--- config.mk ---
export PLATFORM = sky130hd
export DESIGN_NAME = uhb_bridge
export DESIGN_NICKNAME = d
export VERILOG_FILES = /design/src/uhb_pkg.sv /design/src/uhb_bridge.sv
export SDC_FILE = /design/constraint.sdc
export NUM_CORES = 1
export LEC_CHECK = 0
export ABC_AREA = 1
export BUFFER_PORTS_ARGS = -buffer_cell sky130_fd_sc_hd__buf_2
export CORE_MARGIN = 1
export CORE_UTILIZATION = 30
export CTS_CLUSTER_SIZE = 16
export DETAILED_ROUTE_END_ITERATION = 10
export MAX_ROUTING_LAYER = met4
export SLEW_MARGIN = 20
export SYNTH_ARGS = -nofsm -noshare
export SYNTH_HDL_FRONTEND = slang
export SYNTH_SLANG_ARGS = --single-unit
--- constraint.sdc ---
create_clock -name clk -period 6.29 [get_ports clk]
set_clock_uncertainty 0.1 [all_clocks]
set_input_delay 0.629 -clock clk [delete_from_list [all_inputs] [get_ports clk]]
set_output_delay 0.629 -clock clk [all_outputs]
set_load 0.03 [all_outputs]
--- src/uhb_pkg.sv ---
`default_nettype none
package uhb_pkg;
  // Class request codes.
  localparam logic [7:0] RT_GET = 8'hA1;
  localparam logic [7:0] RT_SET = 8'h21;
  localparam logic [7:0] RQ_GET = 8'h01;
  localparam logic [7:0] RQ_SET = 8'h09;
  localparam logic [15:0] WV_INPUT = 16'h0100;
  localparam logic [15:0] WV_FEATURE = 16'h0300;
  localparam logic [15:0] WV_OUTPUT = 16'h0200;
  localparam logic [15:0] WIDX_HID = 16'h0000;
  // Output report opcodes and header sizes.
  localparam logic [7:0] OP_NONE = 8'h00;
  localparam logic [7:0] OP_READ = 8'h01;
  localparam logic [7:0] OP_WRITE = 8'h02;
  localparam logic [7:0] OP_WRITE_NS = 8'h03;
  localparam logic [15:0] HDR_BYTES = 16'h0004;
  localparam logic [15:0] IN_HDR = 16'h0003;
  localparam logic [15:0] FEAT_BYTES = 16'h0002;
  // Input report status codes.
  localparam logic [7:0] ST_OK = 8'h00;
  localparam logic [7:0] ST_TIMEOUT = 8'h01;
  localparam logic [7:0] ST_ADDR_NAK = 8'h02;
  localparam logic [7:0] ST_DATA_NAK = 8'h03;
  // Timing: each bus bit is four quarter phases.
  localparam int CLK_KHZ = 250000;
  localparam int FAST_KHZ = 400;
  localparam int SLOW_KHZ = 100;
  localparam int TIMEOUT_MS = 35;
  localparam int QTR_FAST = (CLK_KHZ + 4 * FAST_KHZ - 1) / (4 * FAST_KHZ);
  localparam int QTR_SLOW = (CLK_KHZ + 4 * SLOW_KHZ - 1) / (4 * SLOW_KHZ);
  localparam logic [9:0] QTR_FAST_L = 10'(QTR_FAST);
  localparam logic [9:0] QTR_SLOW_L = 10'(QTR_SLOW);
  localparam int TIMEOUT_CYC = TIMEOUT_MS * CLK_KHZ;
  localparam int TMO_W = 24;
  // Decoded control request kinds.
  typedef enum logic [3:0] {
    K_NONE = 4'b0001,
    K_SET = 4'b0010,
    K_GIN = 4'b0100,
    K_GFT = 4'b1000
  } uhb_kind_e;
  // Two-wire engine states.
  typedef enum logic [3:0] {
    I_IDLE = 4'b0001,
    I_START = 4'b0010,
    I_BIT = 4'b0100,
    I_STOP = 4'b1000
  } uhb_ist_e;
  typedef struct packed {
    logic [7:0] req_type;
    logic [7:0] request;
    logic [15:0] value;
    logic [15:0] index;
    logic [15:0] length;
  } uhb_setup_s;
  typedef struct packed {
    logic valid;
    logic [7:0] data;
    logic last;
  } uhb_byte_s;
endpackage : uhb_pkg
`default_nettype wire

--- src/uhb_bridge.sv ---
// What this block does
// - Accept GET REPORT A1h/01h and SET REPORT 21h/09h, index zero only.
// - Embedded function takes port number one above the last exposed port.
// - No interrupt OUT; input report served on interrupt IN and control.
// - Feature get and output set travel only on the control endpoint.
// - Idle and protocol requests unsupported; reports carry no report ID.
// - Output report length counts four header bytes and must match data sent.
// - Opcode 01h reads, 02h writes with stop, 03h writes without stop.
// - Opcode, then 7-bit target address, 2-byte length, payload for writes only.
// - Status stage acks a well formed request while the bus is idle, else stalls, ignoring bus result.
// - Stall status when declared lengths exceed bytes actually delivered.
// - Stall data stage when host sends more bytes than declared.
// - Data addresses wrap at the buffer depth, BUF_DEPTH bytes.
// - Drop bytes beyond the setup length and stall.
// - Opcode 00h is stalled.
// - Master waits while a target holds the clock low.
// - Bus runs at 400 kHz after reset, 100 kHz when selected.
// - On L2 suspend the HID side suspends but a write finishes.
// - A running read may be aborted on suspend.
// - Refuse L1 sleep while a transfer runs.
// - Status byte 0 ok, 1 timeout at 35 ms, 2 address NAK, 3 data NAK.
// - Input report NAKs until the transfer ends, then gives status, length, data.
// - Three-byte input report is status and length; a read report adds the data bytes.
// - Feature get returns a fixed two-byte identification constant.
`default_nettype none
module uhb_bridge
  import uhb_pkg::*;
#(
  parameter int EXT_PORTS = 4,
  parameter int BUF_DEPTH = 64,
  parameter int TIMEOUT_CYCLES = TIMEOUT_CYC,
  // Identification value is arbitrary.
  parameter logic [15:0] FEATURE_ID = 16'h5A3C
) (
  // Clock and reset.
  input wire logic clk,
  input wire logic rst_b,
  // Hub port assignment.
  output logic [7:0] hid_port_num,
  // Setup stage.
  input wire logic setup_valid,
  input wire uhb_setup_s setup,
  output logic setup_stall,
  // Output report data and status stages.
  input wire logic out_valid,
  input wire logic [7:0] out_data,
  output logic out_stall,
  input wire logic status_req,
  output logic status_ack,
  output logic status_stall,
  // Input report reads.
  input wire logic in_req,
  input wire logic in_on_ctrl,
  output logic in_nak,
  output uhb_byte_s in_byte,
  input wire logic in_ready,
  // Power management.
  input wire logic suspend_l2,
  input wire logic l1_req,
  output logic l1_ack,
  output logic l1_nak,
  output logic hid_suspended,
  // Bus speed select.
  input wire logic slow_100k,
  // Two-wire bus.
  input wire logic scl_i,
  output logic scl_o,
  output logic scl_oe_b,
  input wire logic sda_i,
  output logic sda_o,
  output logic sda_oe_b,
  output logic i2c_busy
);
  localparam int AW = $clog2(BUF_DEPTH);
  localparam logic [TMO_W-1:0] TMO_LIM = TMO_W'(TIMEOUT_CYCLES - 1);

  logic [7:0] mem [BUF_DEPTH];
  uhb_kind_e ctl_kind_ff, kind_dec, in_kind;
  uhb_ist_e ist_ff;
  logic [15:0] wlen_ff, rx_cnt_ff, len_ff, pay_off, ptr_ff, left_ff, in_idx_ff, in_lim_ff, in_lim;
  logic [7:0] op_ff, addr_ff, shift_ff, stat_ff, in_data_ff;
  logic [9:0] div_ff, qlim;
  logic [3:0] bit_ff;
  logic [1:0] ph_ff;
  logic [TMO_W-1:0] tmo_ff;
  logic act, set_dat, dat_over, set_ok, start_op, busy, tick, stretch, adv, abort, tmo_hit, rd_store, in_go, in_ok;
  logic setup_stall_ff, over_ff, out_stall_ff, status_ack_ff, status_stall_ff, hid_susp_ff, l1_ack_ff, l1_nak_ff;
  logic is_addr_ff, is_rd_ff, nostop_ff, nak_ff, scl_rel_ff, sda_rel_ff, in_busy_ff, in_feat_ff, in_nak_ff;

  function automatic uhb_kind_e uhb_decode(input uhb_setup_s s);
    uhb_decode = K_NONE;
    if (s.index == WIDX_HID && s.req_type == RT_GET && s.request == RQ_GET && s.value == WV_INPUT) begin
      uhb_decode = K_GIN;
    end else if (s.index == WIDX_HID && s.req_type == RT_GET && s.request == RQ_GET && s.value == WV_FEATURE) begin
      uhb_decode = K_GFT;
    end else if (s.index == WIDX_HID && s.req_type == RT_SET && s.request == RQ_SET && s.value == WV_OUTPUT) begin
      uhb_decode = K_SET;
    end
  endfunction : uhb_decode

  function automatic logic [15:0] rpt_len(input logic [7:0] op, input logic [15:0] len);
    rpt_len = (op == OP_READ) ? HDR_BYTES : HDR_BYTES + len;
  endfunction : rpt_len

  function automatic logic [7:0] in_pick(input logic [15:0] idx, input logic feat);
    logic [15:0] off;
    off = idx - IN_HDR;
    if (feat) begin
      in_pick = (idx == 16'h0000) ? FEATURE_ID[7:0] : FEATURE_ID[15:8];
    end else if (idx == 16'h0000) begin
      in_pick = stat_ff;
    end else if (idx == 16'h0001) begin
      in_pick = len_ff[7:0];
    end else if (idx == 16'h0002) begin
      in_pick = len_ff[15:8];
    end else begin
      in_pick = mem[off[AW-1:0]];
    end
  endfunction : in_pick

  assign hid_port_num = 8'(EXT_PORTS + 1);
  assign act = !hid_susp_ff;
  assign kind_dec = uhb_decode(setup);
  assign busy = (ist_ff != I_IDLE);

  // Setup stage: decode and remember the control request.
  always_ff @(posedge clk) begin
    if (!rst_b) begin
      ctl_kind_ff <= K_NONE;
      wlen_ff <= 16'h0000;
      setup_stall_ff <= 1'b0;
    end else begin
      setup_stall_ff <= setup_valid && act && (kind_dec == K_NONE);
      if (setup_valid && act) begin
        ctl_kind_ff <= kind_dec;
        wlen_ff <= setup.length;
      end else if (status_req && act) begin
        ctl_kind_ff <= K_NONE;
      end
    end
  end

  // Data stage: parse the output report header and count bytes.
  assign set_dat = out_valid && act && (ctl_kind_ff == K_SET);
  assign dat_over = (rx_cnt_ff >= wlen_ff) || ((rx_cnt_ff >= HDR_BYTES) && (rx_cnt_ff >= rpt_len(op_ff, len_ff)));
  assign pay_off = rx_cnt_ff - HDR_BYTES;
  always_ff @(posedge clk) begin
    if (!rst_b) begin
      rx_cnt_ff <= 16'h0000;
      over_ff <= 1'b0;
      op_ff <= OP_NONE;
      addr_ff <= 8'h00;
      len_ff <= 16'h0000;
      out_stall_ff <= 1'b0;
    end else begin
      out_stall_ff <= set_dat && dat_over;
      if (setup_valid && act) begin
        rx_cnt_ff <= 16'h0000;
        over_ff <= 1'b0;
        op_ff <= OP_NONE;
      end else if (set_dat) begin
        if (dat_over) begin
          over_ff <= 1'b1;
        end else begin
          rx_cnt_ff <= rx_cnt_ff + 16'h0001;
          case (rx_cnt_ff)
            16'h0000: op_ff <= out_data;
            16'h0001: addr_ff <= out_data;
            16'h0002: len_ff[7:0] <= out_data;
            16'h0003: len_ff[15:8] <= out_data;
            default: ;
          endcase
        end
      end
    end
  end

  // Status stage: judge the request and that the bus is idle, never the bus outcome.
  assign set_ok = !over_ff && (rx_cnt_ff == wlen_ff) && (rx_cnt_ff == rpt_len(op_ff, len_ff))
    && (op_ff >= OP_READ) && (op_ff <= OP_WRITE_NS) && !busy;
  assign start_op = status_req && act && (ctl_kind_ff == K_SET) && set_ok;
  always_ff @(posedge clk) begin
    if (!rst_b) begin
      status_ack_ff <= 1'b0;
      status_stall_ff <= 1'b0;
    end else begin
      status_ack_ff <= status_req && act && ((ctl_kind_ff != K_SET) || set_ok);
      status_stall_ff <= status_req && act && (ctl_kind_ff == K_SET) && !set_ok;
    end
  end

  // Shared report buffer: write payload in, read data back.
  always_ff @(posedge clk) begin
    if (rd_store) begin
      mem[ptr_ff[AW-1:0]] <= shift_ff;
    end else if (set_dat && !dat_over && (rx_cnt_ff >= HDR_BYTES) && !busy) begin
      mem[pay_off[AW-1:0]] <= out_data;
    end
  end

  // Quarter-bit divider; it restarts while a target holds the released clock line low.
  assign qlim = slow_100k ? QTR_SLOW_L : QTR_FAST_L;
  assign tick = (div_ff >= qlim - 10'd1);
  assign stretch = scl_rel_ff && !scl_i;
  assign adv = tick && !stretch && busy;
  always_ff @(posedge clk) begin
    if (!rst_b) begin
      div_ff <= 10'd0;
    end else if (!busy || stretch || tick) begin
      div_ff <= 10'd0;
    end else begin
      div_ff <= div_ff + 10'd1;
    end
  end

  // Transfer timeout.
  assign tmo_hit = (tmo_ff >= TMO_LIM);
  always_ff @(posedge clk) begin
    if (!rst_b) begin
      tmo_ff <= '0;
    end else if (!busy) begin
      tmo_ff <= '0;
    end else begin
      tmo_ff <= tmo_ff + TMO_W'(1);
    end
  end

  assign abort = busy && (ist_ff != I_STOP) && (tmo_hit || (suspend_l2 && is_rd_ff));
  assign rd_store = adv && !abort && (ist_ff == I_BIT) && (ph_ff == 2'd3) && (bit_ff == 4'd8) && is_rd_ff && !is_addr_ff;

  // Two-wire master engine.
  always_ff @(posedge clk) begin
    if (!rst_b) begin
      ist_ff <= I_IDLE;
      ph_ff <= 2'd0;
      bit_ff <= 4'd0;
      shift_ff <= 8'h00;
      ptr_ff <= 16'h0000;
      left_ff <= 16'h0000;
      is_addr_ff <= 1'b0;
      is_rd_ff <= 1'b0;
      nostop_ff <= 1'b0;
      nak_ff <= 1'b0;
      stat_ff <= ST_OK;
      scl_rel_ff <= 1'b1;
      sda_rel_ff <= 1'b1;
    end else if (start_op) begin
      ist_ff <= I_START;
      ph_ff <= 2'd0;
      is_rd_ff <= (op_ff == OP_READ);
      nostop_ff <= (op_ff == OP_WRITE_NS);
      left_ff <= len_ff;
      ptr_ff <= 16'h0000;
      stat_ff <= ST_OK;
      shift_ff <= {addr_ff[6:0], op_ff == OP_READ};
    end else if (abort) begin
      ist_ff <= I_STOP;
      ph_ff <= 2'd0;
      stat_ff <= ST_TIMEOUT;
    end else if (adv) begin
      ph_ff <= ph_ff + 2'd1;
      case (ist_ff)
        I_START: begin
          // Starting with the clock still held low gives a repeated start.
          case (ph_ff)
            2'd0: sda_rel_ff <= 1'b1;
            2'd1: scl_rel_ff <= 1'b1;
            2'd2: sda_rel_ff <= 1'b0;
            default: begin
              scl_rel_ff <= 1'b0;
              ist_ff <= I_BIT;
              bit_ff <= 4'd0;
              is_addr_ff <= 1'b1;
            end
          endcase
        end
        I_BIT: begin
          case (ph_ff)
            2'd0: begin
              if (bit_ff == 4'd8) begin
                sda_rel_ff <= (is_addr_ff || !is_rd_ff) ? 1'b1 : (left_ff == 16'h0001);
              end else begin
                sda_rel_ff <= (is_addr_ff || !is_rd_ff) ? shift_ff[7] : 1'b1;
              end
            end
            2'd1: scl_rel_ff <= 1'b1;
            2'd2: begin
              if (bit_ff == 4'd8) begin
                nak_ff <= sda_i;
              end else begin
                shift_ff <= {shift_ff[6:0], sda_i};
              end
            end
            default: begin
              scl_rel_ff <= 1'b0;
              if (bit_ff != 4'd8) begin
                bit_ff <= bit_ff + 4'd1;
              end else begin
                bit_ff <= 4'd0;
                is_addr_ff <= 1'b0;
                if ((is_addr_ff || !is_rd_ff) && nak_ff) begin
                  stat_ff <= is_addr_ff ? ST_ADDR_NAK : ST_DATA_NAK;
                  ist_ff <= I_STOP;
                end else if (is_rd_ff && !is_addr_ff) begin
                  ptr_ff <= ptr_ff + 16'h0001;
                  left_ff <= left_ff - 16'h0001;
                  if (left_ff == 16'h0001) begin
                    ist_ff <= I_STOP;
                  end
                end else if (left_ff == 16'h0000) begin
                  ist_ff <= nostop_ff ? I_IDLE : I_STOP;
                end else if (!is_rd_ff) begin
                  shift_ff <= mem[ptr_ff[AW-1:0]];
                  ptr_ff <= ptr_ff + 16'h0001;
                  left_ff <= left_ff - 16'h0001;
                end
              end
            end
          endcase
        end
        I_STOP: begin
          case (ph_ff)
            2'd0: begin
              scl_rel_ff <= 1'b0;
              sda_rel_ff <= 1'b0;
            end
            2'd1: scl_rel_ff <= 1'b1;
            2'd2: sda_rel_ff <= 1'b1;
            default: ist_ff <= I_IDLE;
          endcase
        end
        default: ist_ff <= I_IDLE;
      endcase
    end
  end

  // Input reports: the only reply path, interrupt IN or control.
  assign in_kind = in_on_ctrl ? ctl_kind_ff : K_GIN;
  assign in_lim = (in_kind == K_GFT) ? FEAT_BYTES : (in_on_ctrl ? wlen_ff : IN_HDR + (is_rd_ff ? len_ff : 16'h0000));
  assign in_go = in_req && act && !in_busy_ff;
  assign in_ok = !busy && ((in_kind == K_GIN) || (in_kind == K_GFT)) && (in_lim != 16'h0000);
  always_ff @(posedge clk) begin
    if (!rst_b) begin
      in_busy_ff <= 1'b0;
      in_idx_ff <= 16'h0000;
      in_lim_ff <= 16'h0000;
      in_feat_ff <= 1'b0;
      in_data_ff <= 8'h00;
      in_nak_ff <= 1'b0;
    end else begin
      in_nak_ff <= in_go && !in_ok;
      if (in_go && in_ok) begin
        in_busy_ff <= 1'b1;
        in_idx_ff <= 16'h0000;
        in_lim_ff <= in_lim;
        in_feat_ff <= (in_kind == K_GFT);
        in_data_ff <= in_pick(16'h0000, in_kind == K_GFT);
      end else if (in_busy_ff && in_ready) begin
        if (in_idx_ff + 16'h0001 == in_lim_ff) begin
          in_busy_ff <= 1'b0;
        end else begin
          in_idx_ff <= in_idx_ff + 16'h0001;
          in_data_ff <= in_pick(in_idx_ff + 16'h0001, in_feat_ff);
        end
      end
    end
  end

  // Power management.
  always_ff @(posedge clk) begin
    if (!rst_b) begin
      hid_susp_ff <= 1'b0;
      l1_ack_ff <= 1'b0;
      l1_nak_ff <= 1'b0;
    end else begin
      hid_susp_ff <= suspend_l2;
      l1_ack_ff <= l1_req && act && !busy;
      l1_nak_ff <= l1_req && act && busy;
    end
  end

  assign setup_stall = setup_stall_ff;
  assign out_stall = out_stall_ff;
  assign status_ack = status_ack_ff;
  assign status_stall = status_stall_ff;
  assign in_nak = in_nak_ff;
  assign in_byte = {in_busy_ff, in_data_ff, in_busy_ff && (in_idx_ff + 16'h0001 == in_lim_ff)};
  assign l1_ack = l1_ack_ff;
  assign l1_nak = l1_nak_ff;
  assign hid_suspended = hid_susp_ff;
  assign scl_o = 1'b0;
  assign sda_o = 1'b0;
  assign scl_oe_b = scl_rel_ff;
  assign sda_oe_b = sda_rel_ff;
  assign i2c_busy = busy;
endmodule : uhb_bridge
`default_nettype wire

==> results of run 1 <==
==> cell type report <==
cell class              count  share of cell area [%]
flip-flops and latches    718                    44.4
multi-input cells        3475                    38.2
clock buffers             108                    5.16
well taps                1662                    4.73
repair buffers            228                    3.69
inverters                 322                    2.78
clock inverters            42                    1.07
==> worst max-delay path by stage <==
stage	startpoint	endpoint	slack, ps	cells past startpoint
after CTS	len_ff[4]	mem[0][4]	740	27
after detailed placement	len_ff[4]	mem[0][4]	750	27
after global placement	len_ff[4]	mem[0][6]	820	27
final	len_ff[4]	mem[22][3]	770	28
after floorplan	len_ff[3]	mem[0][0]	90	25
after global routing	len_ff[4]	mem[6][0]	380	28
==> flip-flops by register name (all words and copies together), names as in the netlist, 2 cells and up, named ones only <==
| register | count |
|---|---|
| stat_ff | 2 |
| in_lim_ff | 16 |
| mem | 512 |
| len_ff | 16 |
| in_data_ff | 8 |
| shift_ff | 8 |
| ist_ff | 4 |
| ph_ff | 2 |
| addr_ff | 7 |
| in_idx_ff | 16 |
| div_ff | 10 |
| tmo_ff | 24 |
| rx_cnt_ff | 16 |
| ptr_ff | 6 |
| op_ff | 8 |
| ctl_kind_ff | 4 |
| left_ff | 16 |
| bit_ff | 4 |
| wlen_ff | 16 |
==> power breakdown <==
part | switching, uW | leakage (uW) | internal (uW)
combinational | 565 | 0.00856 | 212
clock | 2050 | 0.00132 | 2850
sequential | 16.8 | 0.00759 | 5020
total | 2630 | 0.0175 | 8080
==> metal layers <==
metal  GRT usage [%]  up-vias
met5               -        -
met4            7.65        0
met3            3.38      263
met2            31.3     1736
met1            26.4    16637
li1                -    16462
==> synthesized netlist by cell type (4+ instances only) <==
cell type	instances
nand4_1	56
xor2_1	22
nor3b_1	7
dfxtp_1	206
clkbuf_1	163
nor2_2	6
a211oi_1	6
clkinv_1	5
buf_1	19
o211ai_1	39
inv_2	10
nand2_1	1146
xnor2_1	11
a31oi_1	11
o31ai_1	4
a21oi_1	224
buf_2	66
nand3_1	473
o21ai_2	7
o22ai_1	46
inv_1	307
nor2_1	612
buf_6	9
edfxtp_1	512
buf_4	17
o21ai_0	520
o21bai_1	11
o21ai_1	8
a211oi_2	4
nand3_2	6
o221ai_1	64
nor4_1	16
ha_1	65
nor3_1	38
nand3b_1	8
or2_2	7
nand2_2	11
==> logic make-up (layout without fill, tap and decap cells) <==
| logic type | count (synthesis) | count (layout) | share of synthesized area (%) |
|---|---|---|---|
| other cells | 2 | 10 | 0.0194 |
| fa+ha+maj | 65 | 65 | 2.11 |
| simple gates | 2413 | 2413 | 26.5 |
| xor+xnor | 33 | 33 | 0.748 |
| buf+inv | 597 | 700 | 6.39 |
| compound gates | 954 | 954 | 13.8 |
| flops | 718 | 718 | 50.5 |
==> critical path, delay by kind of cell (launching register included) <==
| family | cells | cell delay (ps) |
|---|---|---|
| flops | 1 | 520 |
| simple gates | 18 | 2980 |
| buf+inv | 6 | 880 |
| compound gates | 3 | 410 |
| fa+ha+maj | 1 | 290 |
==> per-stage QoR <==
stage                     instance area (um^2)  power (uW)  util [%]  setup slack [ps]  instances
after floorplan                          38600        5630         -              85.1       4790
after global placement                   41200        5900      32.3               822       6405
after detailed placement                 41200        5900      32.3               750       6405
after CTS                                44000       10800      34.4               738       6555
after global routing                     44000       11000      34.4               383       6555
final                                    44000       10700      34.4               773       6555
==> impl_metrics.csv, run 1 <==
group,metric,value,unit
sta,fin_setup_tns,0,ps
cts,cts-hold-fix-buffers,0,
place,dp.final_hpwl,86600,um
worst_setup_path,end_kind,"flip-flop",
synthesis,synth_warnings,0,
sta,slew_viol_final,0,
place,place_congestion,0.961,
worst_setup_path,crit_type,"flip-flop to flip-flop",
detailed_routing,antenna_left,0,
power,peakVddDrop,0.196,mV
worst_setup_path,crit_top_cell,"nor2_1",
synthesis,synth-edff-count,512,
floorplan,pin_count,116,
sta,hold_violations,0,
cts,cts_root_buf,"clkbuf_16",
synthesis,syn_inst,4782,
cts,postCtsSetupBuffers,0,
synthesis,netlist-cell-type-count,63,
global_routing,grt-ovfl-total,0,
cells_and_area,final_cell_mix,"nand2_1 (1144), nor2_1 (608), o21ai_0 (512), edfxtp_1 (512), nand3_1 (473)",
global_routing,grt_first_pass_wirelength,199000,um
floorplan,start_util,30.2,%
worst_setup_path,crit_slowest_cell,"dfxtp_1",
worst_setup_path,crit_required,6550,ps
floorplan,die_w,361,um
floorplan,core_area,0.128,mm^2
sta,worstMarginPinSlew,1220,ps
synthesis,synth_seq_cells,718,
worst_setup_path,critical_path.max_fanout,10,
cts,cts_tree,"built",
sta,fin_crit_sh,87.7,%
cells_and_area,antennaDiodeCount,0,
worst_setup_path,r2r-start,"len_ff[4]",
power,leakage,0.0175,uW
detailed_routing,wire_per_inst,20.0,um
worst_setup_path,max_stage_delay,520,ps
detailed_routing,num_vias,35098,
cells_and_area,layout_commonest_cell,"nand2_1",
sta,setup_viol,0,
global_routing,grt_max_degree,206,
worst_hold_path,hold_path.class,"primary input to flip-flop",
worst_setup_path,worst-r2r-setup-slack,770,ps
sta,timing.hold.ws,86.0,ps
cts,htreeDepth,3,
power,power_density,244,mW/mm^2
cells_and_area,area_delta_synth_final,13.9,%
outcome,status,"complete, no violations",
worst_setup_path,critPathLaunchType,"flip-flop",
cells_and_area,n_fill_cell,13080,
cells_and_area,seqCellArea,0.0195,mm^2
worst_hold_path,hp-start,"setup[7]",
detailed_routing,top_layer,"met4",
detailed_routing,wl_met1,55500,um
cts,clk_pin_slew,60,ps
sta,rsz0062_at_grt,"false",
sta,min_period,5520,ps
synthesis,synthArstFlopShare,0,%
cts,ctsResizeCount,0,
worst_setup_path,r2r_end,"mem[22][3]",
detailed_routing,wirelength,131000,um
synthesis,ys_top_cells_by_area,"edfxtp_1 (40%), nand2_1 (11%), dfxtp_1 (11%)",
detailed_routing,met2_length,59700,um
worst_setup_path,r2r_cells,28,
worst_hold_path,hold_depth,3,
detailed_routing,drt_iter0_drc,3847,
cells_and_area,multi_input_area,0.0168,mm^2
sta,max_freq,0.181,GHz
global_routing,grtUsageTotal,20.2,%
cts,numCtsBuffers,81,
synthesis,synth_top_area_share,39.8,%
synthesis,synth.avg_cell_area,8.08,um^2
floorplan,die_area,0.130,mm^2
sta,slew_headroom,18.8,%
worst_setup_path,arrival,5780,ps
detailed_routing,first_pass_iters,6,
place,port_buffers,105,
floorplan,fp.dieH,361,um
run,cap_violations,0,
detailed_routing,via_per_inst,5.35,
cells_and_area,fin_nets,4976,
synthesis,synth_ff_type,"edfxtp_1",
global_routing,antenna_found_initial,2,
cells_and_area,drive_above_1_share,9.20,%
global_routing,grt_pass1_vias,32540,
floorplan,std_cell_rows,131,
synthesis,synth_top_area_cell,"edfxtp_1",
cts,cts_sinks,718,
synthesis,seq_area_frac_synth,50.5,%
worst_hold_path,hold_end,"wlen_ff[7]",
cts,clk_latency,670,ps
cts,cts_buffer_depth,3,
detailed_routing,drc,0,
synthesis,synth_area,0.0386,mm^2
detailed_routing,routed-wl-met3,11600,um
No activity file was read; power rests on OpenSTA's default activity.
==> inputs of run 2 (changes only) <==
MAX_ROUTING_LAYER = not set   (was met4)
==> run 2 against run 1 <==
First-iteration DRC count is 0.23% lower. Sequential share of layout area barely moved. Routed wire length fell by 0.79%. Highest routed layer unchanged. Die area unchanged.
==> impl_metrics.csv, run 2 (synthesis results as in run 1) <==
group,metric,value,unit
outcome,status,"complete, no violations",
sta,fin_crit_sh,86.8,%
worst_setup_path,end_kind,"flip-flop",
floorplan,std_cell_rows,131,
place,port_buffers,105,
worst_setup_path,crit_family,"simple AND/OR/NAND/NOR gates",
sta,slew_viol_final,0,
detailed_routing,antenna_left,0,
cts,postCtsSetupBuffers,0,
run,cap_violations,0,
sta,hold_violations,0,
worst_setup_path,cp.buffers_inverters,7,
place,post-place-ws,952,ps
floorplan,pin_count,116,
place,place_congestion,0.940,
detailed_routing,drt_iter0_drc,3838,
cts,cts_sinks,718,
sta,setup_viol,0,
cells_and_area,seqCellArea,0.0195,mm^2
detailed_routing,num_vias,35016,
worst_setup_path,arrival,5730,ps
sta,rsz0062_at_grt,"false",
cts,clk_pin_slew,60,ps
cells_and_area,area_delta_synth_final,13.8,%
power,leakage,0.0175,uW
worst_setup_path,max_stage_delay,570,ps
cells_and_area,final_cell_mix,"nand2_1 (1144), nor2_1 (608), o21ai_0 (512), edfxtp_1 (512), nand3_1 (473)",
sta,fin_ws,828,ps
cells_and_area,utilization,34.4,%
sta,max_freq,0.183,GHz
cells_and_area,fin_nets,4970,
cts,ctsResizeCount,0,
floorplan,fp.dieH,361,um
cells_and_area,layout_commonest_cell,"nand2_1",
worst_setup_path,crit_required,6560,ps
worst_setup_path,crit_top_cell,"nor2_1",
worst_setup_path,crit_type,"flip-flop to flip-flop",
power,power_density,245,mW/mm^2
cells_and_area,drive_above_1_share,9.17,%
floorplan,die_area,0.130,mm^2
cts,cts-hold-fix-buffers,0,
floorplan,start_util,30.2,%
sta,slew_headroom,33.5,%
cells_and_area,largest_reg_flops,512,
sta,worstMarginPinSlew,991,ps
detailed_routing,drc,0,
global_routing,grt_pass1_vias,32531,
global_routing,grt_max_degree,137,
detailed_routing,wire_per_inst,19.9,um
detailed_routing,wirelength,130000,um
cts,numCtsBuffers,78,
worst_setup_path,crit_slowest_cell,"dfxtp_1",
sta,min_period,5460,ps
global_routing,grt_first_pass_wirelength,197000,um
cells_and_area,multi_input_area,0.0168,mm^2
cells_and_area,n_fill_cell,13025,
worst_setup_path,critical_path.max_fanout,18,
detailed_routing,via_per_inst,5.35,
cts,cts_tree,"built",
power,peakVddDrop,0.193,mV
sta,fin_setup_tns,0,ps
worst_setup_path,critPathLaunchType,"flip-flop",
global_routing,grt-ovfl-total,0,
cts,cts_root_buf,"clkbuf_16",
cts,cts_buffer_depth,3,
floorplan,die_w,361,um
cts,clk_latency,670,ps
detailed_routing,first_pass_iters,8,
place,dp.final_hpwl,85300,um
worst_hold_path,hold_path.class,"primary input to flip-flop",
global_routing,antenna_found_initial,4,
sta,timing.hold.ws,96.8,ps
floorplan,core_area,0.128,mm^2
cts,htreeDepth,3,
global_routing,grtUsageTotal,19.4,%
-- run 2: final timing paths --
check	startpoint	to	slack, ps	cells after the start
worst max-delay path	len_ff[3]	mem[22][4]	830	29
worst min register to register	addr_ff[5]	addr_ff[5]	340	2
worst max register to register	len_ff[3]	mem[22][4]	830	29
worst min-delay path	setup[10]	wlen_ff[10]	100	3
-- run 2: through the flow --
step                      power (uW)  std cells  cell area (um^2)
after floorplan                 5630       4790             38600
after global placement          5900       6402             41200
after detailed placement        5900       6402             41200
after CTS                      10800       6545             43900
after global routing           11100       6545             43900
final                          10800       6546             43900
-- run 2: tightest hold or removal path: cells and delay by family --
family,cells,cell delay [ps]
simple gates,1,40
compound gates,1,50
buf+inv,1,80
-- run 2: cell type report --
cell class                 instances  share of cell area [%]
antenna                            1                 0.00569
clock buffer                     100                    5.08
clock inverter                    43                    1.21
inverter                         322                    2.78
multi-input combinational       3475                    38.2
sequential                       718                    44.4
tap                             1662                    4.73
timing repair buffer             225                    3.56
-- run 2: power breakdown --
part           internal [uW]  switching (uW)  leakage [uW]  total, uW
registers               5020            22.6       0.00759       5040
logic                    215             560       0.00855        775
clock network           2900            2030       0.00133       4940
-- run 2: metal layers --
metal | wire, um | track usage [%] | vias up
met5 | 0 | 0 | -
met3 | 11300 | 3.17 | 282
met2 | 59200 | 31.1 | 1654
li1 | - | - | 16447
met1 | 55000 | 26.1 | 16633
met4 | 4920 | 7.69 | 0
